==> src/shared/jtap_pkg.sv <==
// Purpose: Constants and types shared by the test access port design.
// Assumes: Instruction codes other than the private range are house choices.
// Notes: Identification value is arbitrary.
package jtap_pkg;
  localparam int IR_WIDTH = 4;
  localparam logic [3:0] IR_CAPTURE = 4'h1;
  localparam logic [3:0] IR_RESET_VAL = 4'h1;
  localparam logic [3:0] OP_EXTEST = 4'h0;
  localparam logic [3:0] OP_IDCODE = 4'h1;
  localparam logic [3:0] OP_SAMPLE = 4'h2;
  localparam logic [3:0] OP_PRIV_LO = 4'h8;
  localparam logic [3:0] OP_PRIV_HI = 4'hb;
  localparam logic [3:0] OP_BYPASS = 4'hf;
  localparam int ID_WIDTH = 32;
  // Arbitrary identification value, names no real part.
  localparam logic [31:0] ID_VALUE = 32'h1234_5001;
  localparam int BSC_WIDTH = 8;
  localparam int DBG_WIDTH = 16;
  localparam int TLR_TMS_COUNT = 5;
  typedef enum logic [3:0] {
    JTAP_TLR, JTAP_RTI, JTAP_SEL_DR, JTAP_CAP_DR, JTAP_SH_DR, JTAP_EX1_DR,
    JTAP_PAU_DR, JTAP_EX2_DR, JTAP_UPD_DR, JTAP_SEL_IR, JTAP_CAP_IR,
    JTAP_SH_IR, JTAP_EX1_IR, JTAP_PAU_IR, JTAP_EX2_IR, JTAP_UPD_IR
  } jtap_state_t;
endpackage

==> src/hdl/jtap_controller.sv <==
// Purpose: Test access port: state machine, instruction and data registers.
// Assumes: core_clk is much faster than the test clock; all pins are
//   synchronised with two flip-flops and test clock edges are detected.
// Notes: No bus registers; fuse and disable bit are plain inputs.
//   Limitation: each test clock phase must span four core clocks or more.
`timescale 1ns/1ps
`default_nettype none
module jtap_controller
  import jtap_pkg::*;
(
  input wire logic core_clk,
  input wire logic reset_n,
  input wire logic tckPin,
  input wire logic tmsPin,
  input wire logic tdiPin,
  input wire logic test_port_enable_fuse,
  input wire logic test_port_disable_bit,
  input wire logic debug_enable_fuse,
  input wire logic [BSC_WIDTH-1:0] boundaryIn,
  input wire logic [DBG_WIDTH-1:0] debugIn,
  output logic tdoOut,
  output logic tdoOe,
  output logic pinPullupEn,
  output logic portAsTestPins,
  output logic [IR_WIDTH-1:0] instrOut,
  output logic [BSC_WIDTH-1:0] boundaryOut,
  output logic [DBG_WIDTH-1:0] debugOut,
  output logic runIdleActive
);
  // ==========================================================
  // Pin synchronisers
  // Every pin passes two flops; only the second stage is read.
  // Reset levels match the idle pins, clock low and the others pulled high,
  // so that no false test clock edge follows the release of reset.
  logic [2:0] pinMeta_reg;
  logic [2:0] pinSync_reg;
  logic tckLast_reg;
  logic portOn_reg;
  always_ff @(posedge core_clk or negedge reset_n) begin
    if (!reset_n) begin
      pinMeta_reg <= 3'h3;
      pinSync_reg <= 3'h3;
      tckLast_reg <= 1'b0;
      portOn_reg <= 1'b0;
    end else begin
      pinMeta_reg <= {tckPin, tmsPin, tdiPin};
      pinSync_reg <= pinMeta_reg;
      tckLast_reg <= pinSync_reg[2];
      portOn_reg <= test_port_enable_fuse && !test_port_disable_bit;
    end
  end
  // The fuse and disable bit come from this clock domain, so one register
  // stage is enough to line them up with the synchronised pins.
  logic tckRise;
  logic tckFall;
  logic tmsS;
  logic tdiS;
  assign tckRise = pinSync_reg[2] && !tckLast_reg;
  assign tckFall = !pinSync_reg[2] && tckLast_reg;
  // Disabled port forces TMS and TDI high, which also walks the machine home.
  assign tmsS = pinSync_reg[1] || !portOn_reg;
  assign tdiS = pinSync_reg[0] || !portOn_reg;

  // ==========================================================
  // TAP state machine
  // No test-reset pin: only reset_n (power-on), an unprogrammed enable fuse, or TMS high.
  jtap_state_t state_reg;
  jtap_state_t state_next;
  // Next state from the sampled mode select; the default arm sends any
  // stray code back to reset rather than leaving the port stuck.
  always_comb begin
    state_next = state_reg;
    case (state_reg)
      JTAP_TLR: state_next = tmsS ? JTAP_TLR : JTAP_RTI;
      JTAP_RTI: state_next = tmsS ? JTAP_SEL_DR : JTAP_RTI;
      JTAP_SEL_DR: state_next = tmsS ? JTAP_SEL_IR : JTAP_CAP_DR;
      JTAP_CAP_DR: state_next = tmsS ? JTAP_EX1_DR : JTAP_SH_DR;
      JTAP_SH_DR: state_next = tmsS ? JTAP_EX1_DR : JTAP_SH_DR;
      JTAP_EX1_DR: state_next = tmsS ? JTAP_UPD_DR : JTAP_PAU_DR;
      JTAP_PAU_DR: state_next = tmsS ? JTAP_EX2_DR : JTAP_PAU_DR;
      JTAP_EX2_DR: state_next = tmsS ? JTAP_UPD_DR : JTAP_SH_DR;
      JTAP_UPD_DR: state_next = tmsS ? JTAP_SEL_DR : JTAP_RTI;
      // Five TMS-high edges reach TLR from any state by this graph.
      JTAP_SEL_IR: state_next = tmsS ? JTAP_TLR : JTAP_CAP_IR;
      JTAP_CAP_IR: state_next = tmsS ? JTAP_EX1_IR : JTAP_SH_IR;
      JTAP_SH_IR: state_next = tmsS ? JTAP_EX1_IR : JTAP_SH_IR;
      JTAP_EX1_IR: state_next = tmsS ? JTAP_UPD_IR : JTAP_PAU_IR;
      JTAP_PAU_IR: state_next = tmsS ? JTAP_EX2_IR : JTAP_PAU_IR;
      JTAP_EX2_IR: state_next = tmsS ? JTAP_UPD_IR : JTAP_SH_IR;
      JTAP_UPD_IR: state_next = tmsS ? JTAP_SEL_DR : JTAP_RTI;
      default: state_next = JTAP_TLR;
    endcase
  end

  // The state steps on each detected rising test clock edge.
  // An unprogrammed fuse overrides every edge and parks the machine.
  always_ff @(posedge core_clk or negedge reset_n) begin
    if (!reset_n) begin
      state_reg <= JTAP_TLR;
    end else if (!test_port_enable_fuse) begin
      state_reg <= JTAP_TLR;
    end else if (tckRise) begin
      state_reg <= state_next;
    end
  end

  // ==========================================================
  // Instruction register
  // The shift stage is reloaded only on capture, so a pause keeps its bits;
  // the parallel copy is what the data registers decode.
  logic [IR_WIDTH-1:0] irShift_reg;
  always_ff @(posedge core_clk or negedge reset_n) begin
    if (!reset_n) begin
      irShift_reg <= IR_CAPTURE;
      instrOut <= IR_RESET_VAL;
    end else if (state_reg == JTAP_TLR) begin
      instrOut <= IR_RESET_VAL;
    end else if (tckRise) begin
      case (state_reg)
        JTAP_CAP_IR: irShift_reg <= IR_CAPTURE;
        // TDI enters at the top so the first bit ends as the LSB.
        JTAP_SH_IR: irShift_reg <= {tdiS, irShift_reg[IR_WIDTH-1:1]};
        JTAP_UPD_IR: instrOut <= irShift_reg;
        default: irShift_reg <= irShift_reg;
      endcase
    end
  end

  // ==========================================================
  // Data registers
  // Private range opens the debug chain only with the debug fuse set.
  logic selDebug;
  logic selId;
  logic selBsc;
  assign selDebug = instrOut >= OP_PRIV_LO && instrOut <= OP_PRIV_HI
    && debug_enable_fuse;
  assign selId = instrOut == OP_IDCODE;
  assign selBsc = instrOut == OP_EXTEST || instrOut == OP_SAMPLE;

  logic bypass_reg;
  logic [ID_WIDTH-1:0] idShift_reg;
  logic [BSC_WIDTH-1:0] bscShift_reg;
  logic [DBG_WIDTH-1:0] dbgShift_reg;
  // Capture and shift strobes, one core clock wide each.
  logic drCapture;
  logic drShift;
  logic selBypass;
  assign drCapture = tckRise && state_reg == JTAP_CAP_DR;
  assign drShift = tckRise && state_reg == JTAP_SH_DR;
  // Unlisted opcodes, and private ones without the fuse, fall to bypass so
  // that the chain length seen by the host stays defined.
  assign selBypass = !selDebug && !selId && !selBsc;

  // Bypass stage: cleared on capture, then a one-cycle delay of TDI.
  always_ff @(posedge core_clk or negedge reset_n) begin
    if (!reset_n) begin
      bypass_reg <= 1'b0;
    end else if (drCapture) begin
      bypass_reg <= 1'b0;
    end else if (drShift && selBypass) begin
      bypass_reg <= tdiS;
    end
  end

  // Identification register: a fixed word loaded on every capture.
  always_ff @(posedge core_clk or negedge reset_n) begin
    if (!reset_n) begin
      idShift_reg <= '0;
    end else if (drCapture) begin
      idShift_reg <= ID_VALUE;
    end else if (drShift && selId) begin
      idShift_reg <= {tdiS, idShift_reg[ID_WIDTH-1:1]};
    end
  end

  // Boundary chain: samples the pin-side inputs on capture.
  always_ff @(posedge core_clk or negedge reset_n) begin
    if (!reset_n) begin
      bscShift_reg <= '0;
    end else if (drCapture) begin
      bscShift_reg <= boundaryIn;
    end else if (drShift && selBsc) begin
      bscShift_reg <= {tdiS, bscShift_reg[BSC_WIDTH-1:1]};
    end
  end

  // Debug chain: samples the debug inputs on capture.
  always_ff @(posedge core_clk or negedge reset_n) begin
    if (!reset_n) begin
      dbgShift_reg <= '0;
    end else if (drCapture) begin
      dbgShift_reg <= debugIn;
    end else if (drShift && selDebug) begin
      dbgShift_reg <= {tdiS, dbgShift_reg[DBG_WIDTH-1:1]};
    end
  end

  // Held parallel outputs move only in Update-DR.
  always_ff @(posedge core_clk or negedge reset_n) begin
    if (!reset_n) begin
      boundaryOut <= '0;
      debugOut <= '0;
    end else if (tckRise && state_reg == JTAP_UPD_DR) begin
      if (selBsc) begin
        boundaryOut <= bscShift_reg;
      end
      if (selDebug) begin
        debugOut <= dbgShift_reg;
      end
    end
  end

  // ==========================================================
  // Scan output
  // The instruction path wins in Shift-IR; otherwise the selected data
  // register feeds TDO, with bypass covering every other opcode.
  logic scanBit;
  always_comb begin
    if (state_reg == JTAP_SH_IR) begin
      scanBit = irShift_reg[0];
    end else if (selDebug) begin
      scanBit = dbgShift_reg[0];
    end else if (selId) begin
      scanBit = idShift_reg[0];
    end else if (selBsc) begin
      scanBit = bscShift_reg[0];
    end else begin
      scanBit = bypass_reg;
    end
  end

  // TDO and, while the port is on, its enable move on the falling edge, giving the host half a
  // test clock of setup for its rising-edge sample.
  // A released TDO needs a board pull-up; the enable says when we drive.
  always_ff @(posedge core_clk or negedge reset_n) begin
    if (!reset_n) begin
      tdoOut <= 1'b1;
      tdoOe <= 1'b0;
    end else if (!portOn_reg) begin
      tdoOe <= 1'b0;
    end else if (tckFall) begin
      tdoOut <= scanBit;
      tdoOe <= state_reg == JTAP_SH_IR || state_reg == JTAP_SH_DR;
    end
  end

  // ==========================================================
  // Port status
  // Both pin flags follow the registered enable one clock later, so they
  // agree with the forced pin levels that the machine sees.
  always_ff @(posedge core_clk or negedge reset_n) begin
    if (!reset_n) begin
      pinPullupEn <= 1'b0;
    end else begin
      pinPullupEn <= portOn_reg;
    end
  end

  // Pins serve the test port only while it is enabled.
  always_ff @(posedge core_clk or negedge reset_n) begin
    if (!reset_n) begin
      portAsTestPins <= 1'b0;
    end else begin
      portAsTestPins <= portOn_reg;
    end
  end

  // Run-Test/Idle is flagged busy while a private instruction holds with the debug fuse set; the
  // host must not treat that state as quiet then.
  always_ff @(posedge core_clk or negedge reset_n) begin
    if (!reset_n) begin
      runIdleActive <= 1'b0;
    end else begin
      runIdleActive <= state_reg == JTAP_RTI && selDebug;
    end
  end
endmodule
`default_nettype wire

==> config.mk <==
export PLATFORM = sky130hd
export DESIGN_NAME = jtap_controller
export DESIGN_NICKNAME = d
export VERILOG_FILES = /design/src/shared/jtap_pkg.sv /design/src/hdl/jtap_controller.sv
export SDC_FILE = /design/constraint.sdc
export NUM_CORES = 1
export LEC_CHECK = 0
export ABC_CLOCK_PERIOD_IN_PS = 2300
export BUFFER_PORTS_ARGS = -buffer_cell sky130_fd_sc_hd__buf_2
export CAP_MARGIN = 25
export CORE_MARGIN = 2
export CORE_UTILIZATION = 57
export DETAILED_ROUTE_END_ITERATION = 6
export PLACE_DENSITY_LB_ADDON = 0.05
export SYNTH_ARGS = -nofsm -noshare
export SYNTH_HDL_FRONTEND = slang
export SYNTH_SLANG_ARGS = --single-unit
export TNS_END_PERCENT = 5
==> constraint.sdc <==
create_clock -name core_clk -period 2.3 [get_ports core_clk]
set_clock_uncertainty 0.2 [all_clocks]
set_input_delay 0 -clock core_clk [delete_from_list [all_inputs] [get_ports core_clk]]
set_output_delay 0 -clock core_clk [all_outputs]
set_load 0.1 [all_outputs]
==> results of run 1 <==
[what timing repair did]
| action | 4_1_cts | 5_1_grt |
|---|---|---|
| gates resized for setup | 0 | 1 |
| setup endpoints to repair | 0 | 1 |
| hold endpoints to repair | 138 | 0 |
| hold buffers | 32 | 0 |
[Yosys cell counts (3+ instances only)]
master and instances:
nor3_1 5, clkbuf_1 10, a211oi_1 4, a22oi_1 10, mux2_2 24, nand3_1 42, nand2_1 81, buf_4 5
a21oi_1 4, and3_1 4, nor2_1 20, o211ai_1 4, dfstp_2 7, nor2b_1 11, nand2b_1 3, o21ai_0 45
mux2i_1 12, dfrtp_1 98, buf_2 11, clkbuf_2 3
[power groups by stage]
stage               logic, mW  registers, mW  clock network (mW)
CTS                     0.231           1.90                1.31
global placement        0.185           1.94                   0
finish                  0.230           1.90                1.28
detailed placement      0.188           1.94                   0
floorplan              0.0736           1.96                   0
global route            0.252           1.91                1.37
[worst max-delay path by stage]
stage / start / to / cells past startpoint
after global routing: state_reg[0] / bscShift_reg[0] / 5
after CTS: state_reg[1] / bscShift_reg[0] / 5
after floorplan: instrOut[2] / debugOut[10] / 4
after global placement: state_reg[1] / debugOut[13] / 3
final: instrOut[2] / debugOut[4] / 3
after detailed placement: state_reg[1] / debugOut[9] / 3
[logic make-up (layout without fill, tap and decap cells)]
group                     count (synthesis)  count (layout)
buffers and inverters                    33             129
DFF                                     105             105
and+or+nand+nor                         182             182
muxes                                    36              36
xor gates and xnor gates                  1               1
AOI/OAI and AO/OA                        81              81
[area by class of cell]
cell class,instances,area (um^2)
Multi-Input combinational cell,300,1780
Sequential cell,105,2640
Clock inverter,6,97.6
Inverter,1,3.75
Tap cell,102,128
Clock buffer,10,128
Timing Repair Buffer,112,813
Fill cell,602,2180
[routing by layer]
metal  routed length, um  up-vias  GRT usage (%)
met5                   0        -              0
met1                4550     1734           34.1
met3                 407        6           4.98
met2                4830      101           37.5
met4                  66        0           4.35
li1                    -     1710              -
[worst reg2reg max path, delay by kind of cell (launching register included)]
family | cells | cell delay, ns
muxes | 1 | 0.48
DFF | 1 | 0.47
and+or+nand+nor | 2 | 0.83
==> run_results.csv, run 1 <==
group,metric,value,unit
clocking,cts_tree,"yes",
finish,drive_gt1_share,25.5,%
finish,final_cell_mix,"96 x dfrtp_1, 81 x nand2_1, 63 x buf_2",
power,sw_frac_of_total,23.6,%
synth,synth_edf_count,0,
power,combPwrFrac,6.7,%
power,clkPwrFrac,37.5,%
sta,timing.hold.ws,0.0190,ns
finish,diodes,0,
setup_path,rrSetupSlack,0.21,ns
setup_path,cpMaxStageDelayCell,"nand4_2",
clocking,clk_pin_slew,0.10,ns
setup_path,start_kind,"flop",
setup_path,cp.required,2.34,ns
routing,wire_per_inst,15.5,um
setup_path,crit_type,"flop to flop",
min_path,hold_class,"input pin to asynchronous set/reset pin",
synth,ys_top_cells_by_area,"dfrtp_1 54%, nand2_1 6.6%, mux2_2 5.9%",
placement,portBuffers,64,
sta,hold_viol_final,0,
placement,dp_slack,0.215,ns
die,die-area,8770,um^2
setup_path,cp_cell_sequence,"and3b_1, nand4_2, mux2_2",
setup_path,worstPathArrival,2.13,ns
setup_path,cpLargestDelayFamily,"simple AND/OR/NAND/NOR gates",
die,start_util,59.0,%
clocking,cts.htree.levels,3,
global_route,overflow,0,
routing,via_per_inst,5.58,
global_route,grt_pass1_wl,16200,um
routing,dr.first_iter.drc_count,216,
finish,final_cell_count_no_fill,636,
finish,layout.nets,561,
sta,finalSetupTns,0,ns
status,outcome,"completed",
routing,dr_total_vias,3551,
sta,layout_setup_ws,0.210,ns
power,power,3.41,mW
power,p_int,2.60,mW
routing,drt-total-wl,9850,um
sta,slew_viol_final,0,
setup_path,critical_path_buf_inv_count,0,
sta,relSlewSlack,59.7,%
synth,synthXorXnorAreaFrac,0.191,%
placement,dp.cells,588,
synth,synth_top_family_by_area,"simple AND/OR/NAND/NOR gates",
synth,synth_fa_ha_area_share,0,%
synth,synthDistinctLibCells,48,
placement,post_dp_cell_area,5040,um^2
clocking,root_buffer,"clkbuf_8",
die,rows,32,
sta,setup_viol,0,
power,p_seq_share,55.8,%
synth,dominantRegCellSynth,"dfrtp_1",
global_route,grt_max_degree,106,
clocking,post_cts_buffers,0,
placement,hpwlAfterDp,5990,um
finish,fin_util,71.9,%
routing,ant_nets,0,
global_route,grt_pass1_vias,3339,
synth,yosys.area_share.simple,19.1,%
finish,final_common_cell,"dfrtp_1",
synth,avgSynthCellArea,10.5,um^2
clocking,clock-sinks,105,
synth,synth_top_area_share,53.5,%
global_route,antenna_found_initial,0,
sta,period_share,90.9,%
setup_path,crit_path_max_incr_delay,0.49,ns
clocking,insertion_delay,0.36,ns
sta,min_period,2.09,ns
power,ir_drop,0.435,mV
sta,max_freq,479,MHz
synth,ys_warn_count,0,
synth,async_flop_share,100,%
setup_path,r2r_cells,3,
clocking,cts_buffer_depth,2,
synth,synth_cells,438,
die,coreArea,7770,um^2
power,leakagePower,2.70,nW
die,num_io_pins,65,
power,p_per_area,611,nW/um^2
die,die_h,93.7,um
die,die_x,93.7,um
setup_path,worst-path-max-fanout,16,
synth,post-synth-top-area-cell,"dfrtp_1",
finish,largest_reg_flops,32,
setup_path,cp-end-kind,"flop",
synth,syn_area,4580,um^2
finish,synthToLayoutAreaGrowth,21.9,%
synth,synth_seq_cells,105,
sta,worstMarginPinSlew,0.603,ns
setup_path,crit-reg2reg-launch,"instrOut[2]",
finish,final_area,5590,um^2
placement,gp_congestion,0.832,
synth,ys_seq_area_share,57.5,%
global_route,grt_usage,23.5,%
synth,synth_fp_nets,470,
routing,drt_pass1_iterations,4,
sta,rsz0062_at_grt,"false",
setup_path,timing.rr.end,"debugOut[4]",
power,power_switching,0.807,mW
job,max_cap_violations,0,
clocking,cts_made_buffers,9,
synth,synth_mux_area_share,8.52,%
routing,drc_errors,0,
synth,synth_compound_area_share,10.8,%
Note: power is estimated with default switching activity, not from simulation.
==> run 2, diff against run 1 <==
CORE_UTILIZATION = 43   (was 57)
==> run 2 against run 1 <==
  * Sequential power is essentially flat
  * Wire length barely moved
  * Combinational power is essentially flat
  * Die area rose by 31%
  * Non-clock buffer count increased by 2
  * Critical path depth is 2 higher
  * Critical endpoint is now bscShift_reg[5]
  * Largest cell class unchanged
==> run_results.csv, run 2 (synthesis gave the netlist of run 1 again) <==
group,metric,value,unit
finish,final_cell_mix,"97 x dfrtp_1, 81 x nand2_1, 63 x buf_2",
clocking,cts_made_buffers,9,
die,die_h,107,um
global_route,grt_pass1_wl,16500,um
sta,min_period,2.05,ns
power,power_switching,0.803,mW
finish,diodes,0,
sta,hold_viol_final,0,
setup_path,start_kind,"flop",
die,coreArea,10300,um^2
power,sw_frac_of_total,24.9,%
setup_path,cp.required,2.34,ns
finish,fillers,954,
clocking,clk_pin_slew,0.11,ns
finish,layout.nets,563,
sta,finalSetupTns,0,ns
die,die-area,11500,um^2
clocking,insertion_delay,0.36,ns
power,clkPwrFrac,33.8,%
routing,via_per_inst,5.22,
finish,final_common_cell,"dfrtp_1",
clocking,cts_tree,"yes",
global_route,grt_max_degree,106,
power,p_int,2.42,mW
power,p_per_area,572,nW/um^2
finish,synthToLayoutAreaGrowth,22.7,%
power,leakagePower,2.69,nW
power,p_seq_share,59.1,%
setup_path,r2r_cells,5,
global_route,grt_usage,18.2,%
routing,wire_per_inst,14.7,um
die,die_x,107,um
clocking,root_buffer,"clkbuf_8",
sta,setup_viol,0,
sta,max_freq,488,MHz
sta,rsz0062_at_grt,"false",
clocking,clock-sinks,105,
routing,drt-total-wl,9860,um
finish,drive_gt1_share,25.6,%
placement,gp_congestion,0.758,
sta,slew_viol_final,0,
power,power,3.22,mW
die,start_util,44.4,%
global_route,overflow,0,
placement,hpwlAfterDp,6290,um
sta,timing.hold.ws,0.0130,ns
die,num_io_pins,65,
placement,portBuffers,64,
job,max_cap_violations,0,
setup_path,crit_type,"flop to flop",
routing,drc_errors,0,
routing,dr_total_vias,3507,
die,rows,37,
finish,largest_reg_flops,32,
setup_path,cp-end-kind,"flop",
clocking,cts_buffer_depth,2,
routing,drt_pass1_iterations,6,
clocking,cts.htree.levels,3,
status,outcome,"completed",
sta,relSlewSlack,61.7,%
power,combPwrFrac,7.1,%
power,ir_drop,0.329,mV
global_route,grt_pass1_vias,3327,
min_path,hold_class,"input pin to asynchronous set/reset pin",
routing,dr.first_iter.drc_count,160,
sta,period_share,89.1,%
routing,ant_nets,0,
setup_path,worstPathArrival,2.09,ns
sta,worstMarginPinSlew,0.574,ns
setup_path,worst-path-max-fanout,36,
global_route,antenna_found_initial,0,
run 2: cell type report:
cell class | instances | area (um^2) | share of cell area [%]
repair buffers | 114 | 841 | 15.0
clock buffers | 11 | 141 | 2.51
flip-flops and latches | 105 | 2640 | 46.9
inverters | 1 | 3.75 | 0.0668
clock inverters | 5 | 43.8 | 0.779
well taps | 136 | 170 | 3.03
multi-input cells | 300 | 1790 | 31.8
run 2: worst paths after layout:
path | startpoint | slack, ns | to
max | state_reg[1] | 0.25 | bscShift_reg[5]
min | reset_n | 0.01 | state_reg[3]
max reg2reg | state_reg[1] | 0.25 | bscShift_reg[5]
min reg2reg | pinMeta_reg[1] | 0.16 | pinSync_reg[1]
max in group asynchronous | reset_n | 1.38 | instrOut[3]
min in group core_clk | tmsPin | 0.10 | pinMeta_reg[1]
run 2: routing by layer:
layer / GRT usage [%] / share of wire [%] / vias to the layer above
li1: - / - / 1705
met1: 27.0 / 50 / 1717
met2: 27.1 / 46 / 83
met3: 3.89 / 4.1 / 2
met4: 4.55 / 0.39 / 0
met5: 0 / 0 / -
run 2: timing repair:
item / in CTS / in global routing
hold buffers: 32 / 0
gates resized for setup: 0 / 1
setup endpoints to repair: 0 / 7
endpoints found under the hold margin: 138 / 0
setup buffers: 0 / 0
run 2: power groups by stage:
stage | Sequential (mW) | Combinational, mW | Clock (mW)
floorplan | 1.96 | 0.0736 | 0
global placement | 1.94 | 0.187 | 0
detailed placement | 1.94 | 0.189 | 0
CTS | 1.90 | 0.230 | 1.13
global route | 1.91 | 0.251 | 1.21
finish | 1.90 | 0.228 | 1.09
run 2: stage by stage:
stage                     instances  cell area, um^2  utilization, %  setup WS, ns
final                           672             5620            54.5         0.251
after global routing            672             5620            54.5        0.0861
after CTS                       672             5610            54.4         0.131
after detailed placement        624             5110            49.5         0.137
after global placement          624             5110            49.5         0.186
after floorplan                 438             4580               -        0.0256
run 2: worst max-delay path, cell delays in order, from the launching register on:
cell	delay [ns]
dfrtp_1	0.66
nand2_1	0.21
nor4_2	0.29
buf_12	0.26
mux2i_1	0.20
o21ai_0	0.09
